--- config.mk ---
export PLATFORM = sky130hd
export DESIGN_NAME = radio_serial_config_port
export DESIGN_NICKNAME = d
export VERILOG_FILES = /design/src/logic/unused_placeholder_none.sv /design/src/shared/radio_cfg_pkg.sv /design/src/shared/pin_sync_if.sv /design/src/logic/pin_filter.sv /design/src/logic/radio_serial_config_port.sv
export VERILOG_INCLUDE_DIRS = /design/src /design/src/shared
export SDC_FILE = /design/constraint.sdc
export NUM_CORES = 1
export LEC_CHECK = 0
export BUFFER_PORTS_ARGS = -buffer_cell sky130_fd_sc_hd__buf_2
export CELL_PAD_IN_SITES_DETAIL_PLACEMENT = 0
export CELL_PAD_IN_SITES_GLOBAL_PLACEMENT = 1
export CORE_MARGIN = 2
export CORE_UTILIZATION = 35
export CTS_BUF_LIST = sky130_fd_sc_hd__clkbuf_16
export DETAILED_ROUTE_END_ITERATION = 10
export PLACE_DENSITY = 0.68
export SLEW_MARGIN = 20
export SYNTH_ARGS = -nofsm -noshare
export SYNTH_HDL_FRONTEND = slang
export SYNTH_SLANG_ARGS = --single-unit
--- constraint.sdc ---
create_clock -name clk -period 2.35 [get_ports clk]
set_input_delay 0.235 -clock clk [delete_from_list [all_inputs] [get_ports clk]]
set_output_delay 0.235 -clock clk [all_outputs]
set_load 0.01 [all_outputs]
--- src/shared/radio_cfg_defs.svh ---
// Constants for the radio serial configuration port.
// Assumes a 25 MHz system clock; included by bare name.
`ifndef RADIO_CFG_DEFS_SVH
`define RADIO_CFG_DEFS_SVH

// Serial word layout
`define WORD_BITS      32
`define CTRL_BITS      4
`define LATCH_COUNT    16
`define PORT_MODE_BIT  28
`define VARIANT_HI     19
`define VARIANT_LO     17
`define VARIANT_SPI    3'h7

// Latch addresses with side effects
`define CFG_LATCH      4'h0
`define VARIANT_LATCH  4'hf
`define READBACK_LATCH 4'h7
`define SYNC_LATCH     4'hb

// Sync word field inside its latch
`define SYNC_HI        31
`define SYNC_LO        8
`define SYNC_BITS      24

// Readback word width
`define RB_BITS        16

// Timing: times in ns, counts derived at the 40 ns clock
`define CLK_PERIOD_NS  40
`define BIT_TIME_NS    2560
`define BIT_CYCLES     (`BIT_TIME_NS / `CLK_PERIOD_NS)
`define REF_HALF_NS    80
`define REF_HALF_CYC   (`REF_HALF_NS / `CLK_PERIOD_NS)
`define CNT_BITS       8

`endif

--- src/logic/unused_placeholder_none.sv ---
`timescale 1ns/1ps
`default_nettype none
`default_nettype wire

--- src/shared/radio_cfg_pkg.sv ---
// Types shared by the radio serial configuration port.
// Assumes radio_cfg_defs.svh is on the include path.
`include "radio_cfg_defs.svh"

package radio_cfg_pkg;

  typedef logic [`WORD_BITS-1:0] cfg_word_t;
  typedef logic [`LATCH_COUNT-1:0][`WORD_BITS-1:0] latch_bank_t;
  typedef logic [`CNT_BITS-1:0] count_t;

  // Complete state of the top module
  typedef struct packed {
    latch_bank_t             bank;
    cfg_word_t               shift;
    logic [`RB_BITS-1:0]     rb_shift;
    logic                    rb_out;
    cfg_word_t               cfg_word;
    logic                    uart;
    logic                    spi;
    count_t                  bit_cnt;
    logic                    bit_clk;
    count_t                  ref_cnt;
    logic                    ref_clk;
    logic                    prev_rx;
    logic [`SYNC_BITS-1:0]   rx_hist;
    logic                    sync_hit;
    logic                    sym_phase;
    logic                    sym_msb;
    logic [1:0]              sym;
    logic                    sym_valid;
    logic                    tx_bit;
    logic                    rx_data;
    logic                    data_out;
    logic                    data_oe;
    logic                    bclk_out;
    logic                    bclk_oe;
    logic                    ref_out;
  } port_state_s;

endpackage

--- src/shared/pin_sync_if.sv ---
// Carrier between the pin filter and the port logic.
// Assumes all signals sit in the clk domain except raw.
`timescale 1ns/1ps
`default_nettype none

interface pin_sync_if #(parameter int W = 1);
  logic [W-1:0] raw;
  logic [W-1:0] level;
  logic [W-1:0] rise;
  logic [W-1:0] fall;
  modport filter (input raw, output level, output rise, output fall);
  modport user (output raw, input level, input rise, input fall);
endinterface

`default_nettype wire

--- src/logic/pin_filter.sv ---
// Three-stage synchroniser and agreement filter for W pins.
// Assumes raw pins are asynchronous to clk.
`timescale 1ns/1ps
`default_nettype none

module pin_filter #(parameter int W = 1) (
  // Clock and reset
  input wire logic     clk,
  input wire logic     rst_b,
  // Pins in, filtered levels and edges out
  pin_sync_if.filter   pins
);

  typedef struct packed {
    logic [W-1:0] s1;
    logic [W-1:0] s2;
    logic [W-1:0] s3;
    logic [W-1:0] level;
    logic [W-1:0] rise;
    logic [W-1:0] fall;
  } filt_state_s;

  filt_state_s q;
  filt_state_s next_q;

  // Level moves only when stages two and three agree; s1 feeds s2 alone
  always_comb begin
    next_q       = q;
    next_q.s1    = pins.raw;
    next_q.s2    = q.s1;
    next_q.s3    = q.s2;
    next_q.level = (q.s2 == q.s3) ? q.s2 : q.level;
    next_q.rise  = next_q.level & ~q.level;
    next_q.fall  = ~next_q.level & q.level;
  end

  // State register
  always_ff @(posedge clk or negedge rst_b) begin
    if (!rst_b) begin
      q <= '0;
    end else begin
      q <= next_q;
    end
  end

  assign pins.level = q.level;
  assign pins.rise  = q.rise;
  assign pins.fall  = q.fall;

endmodule

`default_nettype wire

--- src/logic/radio_serial_config_port.sv ---
// Serial configuration and data-port logic of a narrow-band radio.
// Assumes a 25 MHz clk; host pins are asynchronous and filtered here.
`timescale 1ns/1ps
`default_nettype none
`include "radio_cfg_defs.svh"

// Functional notes
// - Words arrive MSB first; low four bits choose the target latch.
// - Each serial clock rising edge shifts one data bit into 32-bit register.
// - Strobe rising loads the shift register into the addressed latch only.
// - Host clocks readback bits out one per serial clock rising edge.
// - Chip enable low clears every latch and all port state.
// - Latch 0 bit 28 set selects UART data-port mode.
// - UART bit set and latch 15 bits 19:17 equal 7 selects SPI.
// - In UART/SPI the data clock leaves on the divided reference pin.
// - 4FSK symbol MSB/LSB phase is aligned by the sync word match.
// - UART/SPI data pin drives receive data, floats in transmit.
// - UART/SPI transmit data enters on clock pin; receive leaves it floating.
// - Sync detect output rises when programmed sync word is matched.
// - Normal receive data clock rises at the centre of each bit.
module radio_serial_config_port (
  // Clock and reset
  input  wire logic                  clk,
  input  wire logic                  rst_b,
  // Host serial interface pins
  input  wire logic                  serial_clock,
  input  wire logic                  serial_word_input,
  input  wire logic                  latch_load_strobe,
  input  wire logic                  chip_enable,
  output logic                       readback_output,
  // Radio data and clock pins, three signals each; reference and sync outputs
  input  wire logic                  radio_data_pin_in,
  output logic                       radio_data_pin_out,
  output logic                       radio_data_pin_oe,
  input  wire logic                  radio_bit_clock_pin_in,
  output logic                       radio_bit_clock_pin_out,
  output logic                       radio_bit_clock_pin_oe,
  output logic                       divided_reference_output,
  output logic                       sync_detect,
  // Core side
  input  wire logic                  radio_transmit,
  input  wire logic                  fsk4_mode,
  input  wire logic                  demod_bit,
  input  wire logic [`RB_BITS-1:0]   readback_value,
  input  wire logic [`CTRL_BITS-1:0] cfg_sel,
  output logic [`WORD_BITS-1:0]      cfg_word,
  output logic                       uart_mode,
  output logic                       spi_mode,
  output logic                       tx_bit,
  output logic [1:0]                 fsk4_symbol,
  output logic                       fsk4_symbol_valid
);

  localparam radio_cfg_pkg::count_t BIT_LAST = radio_cfg_pkg::count_t'(`BIT_CYCLES - 1);
  localparam radio_cfg_pkg::count_t BIT_MID  = radio_cfg_pkg::count_t'(`BIT_CYCLES / 2);
  localparam radio_cfg_pkg::count_t REF_LAST = radio_cfg_pkg::count_t'(`REF_HALF_CYC - 1);

  radio_cfg_pkg::port_state_s q;
  radio_cfg_pkg::port_state_s next_q;

  // Host pins: 0 sclk, 1 data, 2 strobe, 3 enable; radio pins: 0 data, 1 clock
  pin_sync_if #(.W(4)) host ();
  pin_sync_if #(.W(2)) radio ();

  assign host.raw  = {chip_enable, latch_load_strobe, serial_word_input, serial_clock};
  assign radio.raw = {radio_bit_clock_pin_in, radio_data_pin_in};

  pin_filter #(.W(4)) u_host_filter (
    .clk   (clk),
    .rst_b (rst_b),
    .pins  (host)
  );

  pin_filter #(.W(2)) u_radio_filter (
    .clk   (clk),
    .rst_b (rst_b),
    .pins  (radio)
  );

  logic                    port_mode;
  logic [`CTRL_BITS-1:0]   addr;
  logic [`SYNC_BITS-1:0]   hist_now;
  radio_cfg_pkg::count_t   cnt_now;
  logic                    centre;

  // Next-state logic for the whole port
  always_comb begin
    next_q    = q;
    port_mode = q.uart;
    addr      = q.shift[`CTRL_BITS-1:0];
    hist_now  = {q.rx_hist[`SYNC_BITS-2:0], demod_bit};
    cnt_now   = '0;
    centre    = 1'b0;
    next_q.sym_valid = 1'b0;

    // Serial shift and readback, one bit per serial clock rise
    // The loaded MSB already stands on the pin, so each rise shows the next bit
    if (host.rise[0]) begin
      next_q.shift    = {q.shift[`WORD_BITS-2:0], host.level[1]};
      next_q.rb_shift = {q.rb_shift[`RB_BITS-2:0], 1'b0};
      next_q.rb_out   = q.rb_shift[`RB_BITS-2];
    end

    // Only the strobe rise and power-down touch the latches; shifting leaves them alone
    if (host.rise[2]) begin
      next_q.bank[addr] = q.shift;
      if (addr == `READBACK_LATCH) begin
        next_q.rb_shift = readback_value;
        next_q.rb_out   = readback_value[`RB_BITS-1];
      end
    end

    // Mode decode from the live latches
    next_q.uart = q.bank[`CFG_LATCH][`PORT_MODE_BIT];
    next_q.spi  = q.bank[`CFG_LATCH][`PORT_MODE_BIT] &&
                  (q.bank[`VARIANT_LATCH][`VARIANT_HI:`VARIANT_LO] == `VARIANT_SPI);
    next_q.cfg_word = q.bank[cfg_sel];

    // Reference divider, 50:50 mark-space
    if (q.ref_cnt == REF_LAST) begin
      next_q.ref_cnt = '0;
      next_q.ref_clk = ~q.ref_clk;
    end else begin
      next_q.ref_cnt = q.ref_cnt + 1'b1;
    end

    // Bit timer restarts on a received transition so the clock rise sits mid-bit
    next_q.prev_rx = demod_bit;
    if (!radio_transmit && (demod_bit != q.prev_rx)) begin
      cnt_now = '0;
    end else if (q.bit_cnt == BIT_LAST) begin
      cnt_now = '0;
    end else begin
      cnt_now = q.bit_cnt + 1'b1;
    end
    next_q.bit_cnt = cnt_now;
    next_q.bit_clk = (cnt_now >= BIT_MID);
    centre = (cnt_now == BIT_MID) && (q.bit_cnt != BIT_MID);

    // Receive data presented at the bit boundary, stable across the centre
    if (!radio_transmit && cnt_now == '0) begin
      next_q.rx_data = demod_bit;
    end

    // Receive sampling, sync search and 4FSK symbol pairing
    if (!radio_transmit && centre) begin
      next_q.rx_hist = hist_now;
      if (hist_now == q.bank[`SYNC_LATCH][`SYNC_HI:`SYNC_LO]) begin
        next_q.sync_hit  = 1'b1;
        next_q.sym_phase = 1'b0;
      end else if (fsk4_mode && !q.sym_phase) begin
        next_q.sym_msb   = demod_bit;
        next_q.sym_phase = 1'b1;
      end else if (fsk4_mode) begin
        next_q.sym       = {q.sym_msb, demod_bit};
        next_q.sym_valid = 1'b1;
        next_q.sym_phase = 1'b0;
      end
    end

    // Rewriting the sync word rearms the detector; a match in that cycle wins
    if (host.rise[2] && addr == `SYNC_LATCH && !next_q.sync_hit) begin
      next_q.sync_hit = 1'b0;
    end else if (host.rise[2] && addr == `SYNC_LATCH && !(centre && !radio_transmit &&
                 hist_now == q.bank[`SYNC_LATCH][`SYNC_HI:`SYNC_LO])) begin
      next_q.sync_hit = 1'b0;
    end

    // Transmit data taken at the clock centre from the mode's input pin
    if (radio_transmit && centre) begin
      next_q.tx_bit = port_mode ? radio.level[1] : radio.level[0];
    end

    // Pin drivers
    next_q.data_out = q.rx_data;
    next_q.data_oe  = !radio_transmit;
    next_q.bclk_out = q.bit_clk;
    next_q.bclk_oe  = !port_mode;
    next_q.ref_out  = port_mode ? q.bit_clk : q.ref_clk;

    // Power-down loses every setting; host must reprogram afterwards
    if (!host.level[3]) begin
      next_q = '0;
    end
  end

  // State register
  always_ff @(posedge clk or negedge rst_b) begin
    if (!rst_b) begin
      q <= '0;
    end else begin
      q <= next_q;
    end
  end

  // Outputs straight from the state register
  assign readback_output          = q.rb_out;
  assign radio_data_pin_out       = q.data_out;
  assign radio_data_pin_oe        = q.data_oe;
  assign radio_bit_clock_pin_out  = q.bclk_out;
  assign radio_bit_clock_pin_oe   = q.bclk_oe;
  assign divided_reference_output = q.ref_out;
  assign sync_detect              = q.sync_hit;
  assign cfg_word                 = q.cfg_word;
  assign uart_mode                = q.uart;
  assign spi_mode                 = q.spi;
  assign tx_bit                   = q.tx_bit;
  assign fsk4_symbol              = q.sym;
  assign fsk4_symbol_valid        = q.sym_valid;

endmodule

`default_nettype wire

==> impl_results.md <==
- Final wirelength: 98600 um
- Clock root buffer: clkbuf_16
- GRT Residual Overflow: 0
- Worst setup EP type: flop
- EDFF count, synth: 0
- Leading post-synthesis cells by cell area: dfrtp_1 53%, mux4_2 11%, nand2_1 11%
- Tot GR Track Use: about a fifth
- Hold WS: 0.179 ns
- Num CTS Buffers: 79
- Max cap viols: 0
- DRC: 0
- Starting DRC count in detailed routing: roughly 2100
- H-tree Lvls: 3
- Worst min path class: in2async
- Endpoints failing setup: 0
- Initial Util: between 30% and 40%
- Pwr Density: between 700 and 800 mW/mm^2
- CP arrival: 2.79 ns
- Mapped Cells: 2942
- Peak VDD IR: roughly 0.00057 V
- Worst Clk Skew: roughly 0.035 ns
- FILL cells: around 8400
- Hpwl dp: around 57000 um
- # diodes: 0
- Startpoint types: flop
- Synth warnings: 0
- Crit path max fanout: 11
- Most frequent cells in the layout: 939 x nand2_1, 669 x dfrtp_1, 450 x a21boi_0
- Top delay family on crit path: simple AND/OR/NAND/NOR gates
- Boundary Pins: 76
- Clock tree buffer depth: 3
- Routed len/inst: roughly 24 um
- Yosys reg bits: 675
- Post-CTS Setup Bufs: 0
- Initial antenna violation count: 0
- Vias in the first global route: 23100
- Via count: ~22000
- Fmax: approximately 440 MHz
- Routed Antenna Nets: 0
- Sequential share of the synthesized area: between 50% and 60%
- Commonest non-fill, non-tap cell in the layout: nand2_1
- Crit share post-route: a little over nine tenths
- Layout net count: a little under 3000
- Area Overhead vs Synth: 16.2%
- Most used DFF post-synth: dfrtp_1
- Relative slew slack: a little under half
- Final hold vios: 0
- First-pass GRT wire length: between 150000 and 200000 um
- Die height: roughly 310 um
- IO buf count: 75
- Post-synthesis area per instance: roughly 11 sq um
- Unique masters post-synth: just over 50
- Row count: between 100 and 150
- Clk_lat worst skew: about 0.65 ns
- Worst Tran Pin Value: around 0.81 ns
- CP Cell Sequence: inv_1 -> ha_1 -> nor2b_2 -> o211a_1 -> o31ai_2 -> or4_4 -> and2_4 -> a22o_1
- Worst path bufs/invs: 1
- Yosys top cell by area: dfrtp_1
- Top-area cell type share of the netlist area: 53.3%
- Die footprint: 0.0931 sq mm
- GPL Wtd Cong: 0.775
- Status: finished, final reports clean
- Setup CP Type: reg2reg
- Mapped Nets: ~3000
- Reg clk slew, reported paths: 0.06 ns
- Final setup margin: 0.0931 ns
- Die W: 305 um
- Core ar.: 0.0899 sq mm
- Required time of the critical path: approximately 2.9 ns
- Highest-delay cell along the critical path: or4_4
- CTS tree: built
- RSZ-0062 raised after global routing: yes
- Largest net degree at the start of global routing: 210
- Layout cells sized above 1: between 15 and 20%
- Post-place setup slack: approximately 0.0051 ns
- Minimum clock period: roughly 2.3 ns
- Final Max Slew Viols: 0
- Synth async-reset ratio: 100%
- Critical path's largest stage delay: between 0.4 and 0.5 ns
- DRT Pass-1 Iters: 5
- Pleak: around 15 nW
- Clk sinks: 675
- Mapped cell area: between 0.03 and 0.04 sq mm
- DR vias/cell: ~5.4
-- repair_timing --
item | 4_1_cts | 5_1_grt
hold buffers | 26 | 0
gates resized for setup | 1 | 14
cloned | 0 | 1
endpoints found under the setup margin | 12 | 28
pin swaps | 0 | 1
endpoints found under the hold margin | 94 | 0
-- sequential cells by signal, indices dropped and copies added, names as in the netlist, 2 cells and up --
name / cells
addr: 4
cfg_word: 32
fsk4_symbol: 2
hist_now: 23
q: 577
u_host_filter.next_q: 8
u_host_filter.pins.level: 4
u_host_filter.pins.rise: 2
u_host_filter.q: 4
u_radio_filter.next_q: 4
u_radio_filter.pins.level: 2
u_radio_filter.q: 2
-- through the flow --
stage | power, mW | instances | area, sq um | util [%] | TNS, ns
2_1_floorplan | 14.1 | 2942 | 31700 | - | 0
3_3_place_gp | 15.1 | 3998 | 34000 | 37.9 | 0
3_5_place_dp | 15.2 | 3998 | 34000 | 37.9 | 0
4_1_cts | 27.4 | 4164 | 36800 | 41.0 | 0
5_1_grt | 28.1 | 4165 | 36900 | 41.0 | -0.0113
6_report | 27.1 | 4165 | 36900 | 41.0 | 0
-- logic make-up after synthesis --
| kind of cell | after synthesis | synth area share [%] |
|---|---|---|
| AND/OR/NAND/NOR | 1149 | 15.0 |
| XOR/XNOR | 42 | 1.16 |
| flip-flops | 675 | 53.3 |
| multiplexers | 216 | 13.1 |
| adder cells (fa/ha/maj) | 4 | 0.158 |
| buffers and inverters | 314 | 4.25 |
| AO/OA/AOI/OAI | 542 | 13.0 |
-- per-layer routing --
metal | vias to the layer above | part of all wire (%) | GRT usage, %
li1 | 9885 | - | -
met1 | 11800 | 43 | 29.0
met4 | 0 | 2.6 | 6.60
met3 | 138 | 5.9 | 3.57
met5 | - | 0 | 0
met2 | 711 | 48 | 34.9
-- layout make-up --
type                            count  area [sq um]  area share [%]
Multi-Input combinational cell   1954         13700            37.0
Tap cell                         1176          1470            3.99
Clock inverter                     59           497            1.35
Sequential cell                   675         16900            45.8
Inverter                            7          26.3          0.0713
Timing Repair Buffer              213          2290            6.22
Clock buffer                       81          2030            5.50
-- Yosys cell counts (2+ instances only) --
master and n:
nand2_1 941, and3_1 36, o211a_1 17, o21ai_0 5, a21oi_1 7, buf_6 2
a22o_1 22, o21a_1 33, buf_4 35, and2_1 38, mux2i_1 52, and4_1 3
dfrtp_1 675, buf_1 16, nor4b_1 2, nor4_1 4, buf_2 19, nor2_1 38
clkbuf_1 235, mux2_2 4, a21boi_0 450, ha_1 4, nand3b_1 2, and3b_1 2
nor3b_1 3, mux4_2 160, nand3_1 12, o31ai_1 2, nand4_1 9, nor3_1 6
nor2b_1 39, xnor2_1 35, inv_1 7, xor2_1 7, nand2b_1 4
-- final timing paths --
| kind | startpoint | to | slack (ns) | cells after the start |
|---|---|---|---|---|
| max in group asynchronous | rst_b | q[239] | 1.35 | 3 |
| hold reg to reg | u_radio_filter.next_q[8] | u_radio_filter.next_q[6] | 0.35 | 0 |
| setup reg to reg | q[48] | hist_now[8] | 0.09 | 8 |
| min in group clk | radio_bit_clock_pin_in | u_radio_filter.next_q[9] | 0.23 | 2 |
| hold / removal | rst_b | cfg_word[30] | 0.18 | 2 |
| setup / recovery | q[48] | hist_now[8] | 0.09 | 8 |
-- power breakdown --
part / internal [mW] / total, mW / switching [mW] / leakage [nW]
Combinational: 1.37 / 3.20 / 1.83 / 4.67
Sequential: 11.7 / 11.9 / 0.135 / 9.37
Clock: 7.02 / 12.0 / 5.02 / 1.31
-- worst register-to-register path, delay by kind of cell, from the launching register on --
kind,cells,cell delay [ns]
flops,1,0.42
buf+inv,1,0.07
compound gates,3,0.48
fa+ha+maj,1,0.32
simple gates,3,0.84
Note: power is estimated with default switching activity, not from simulation.
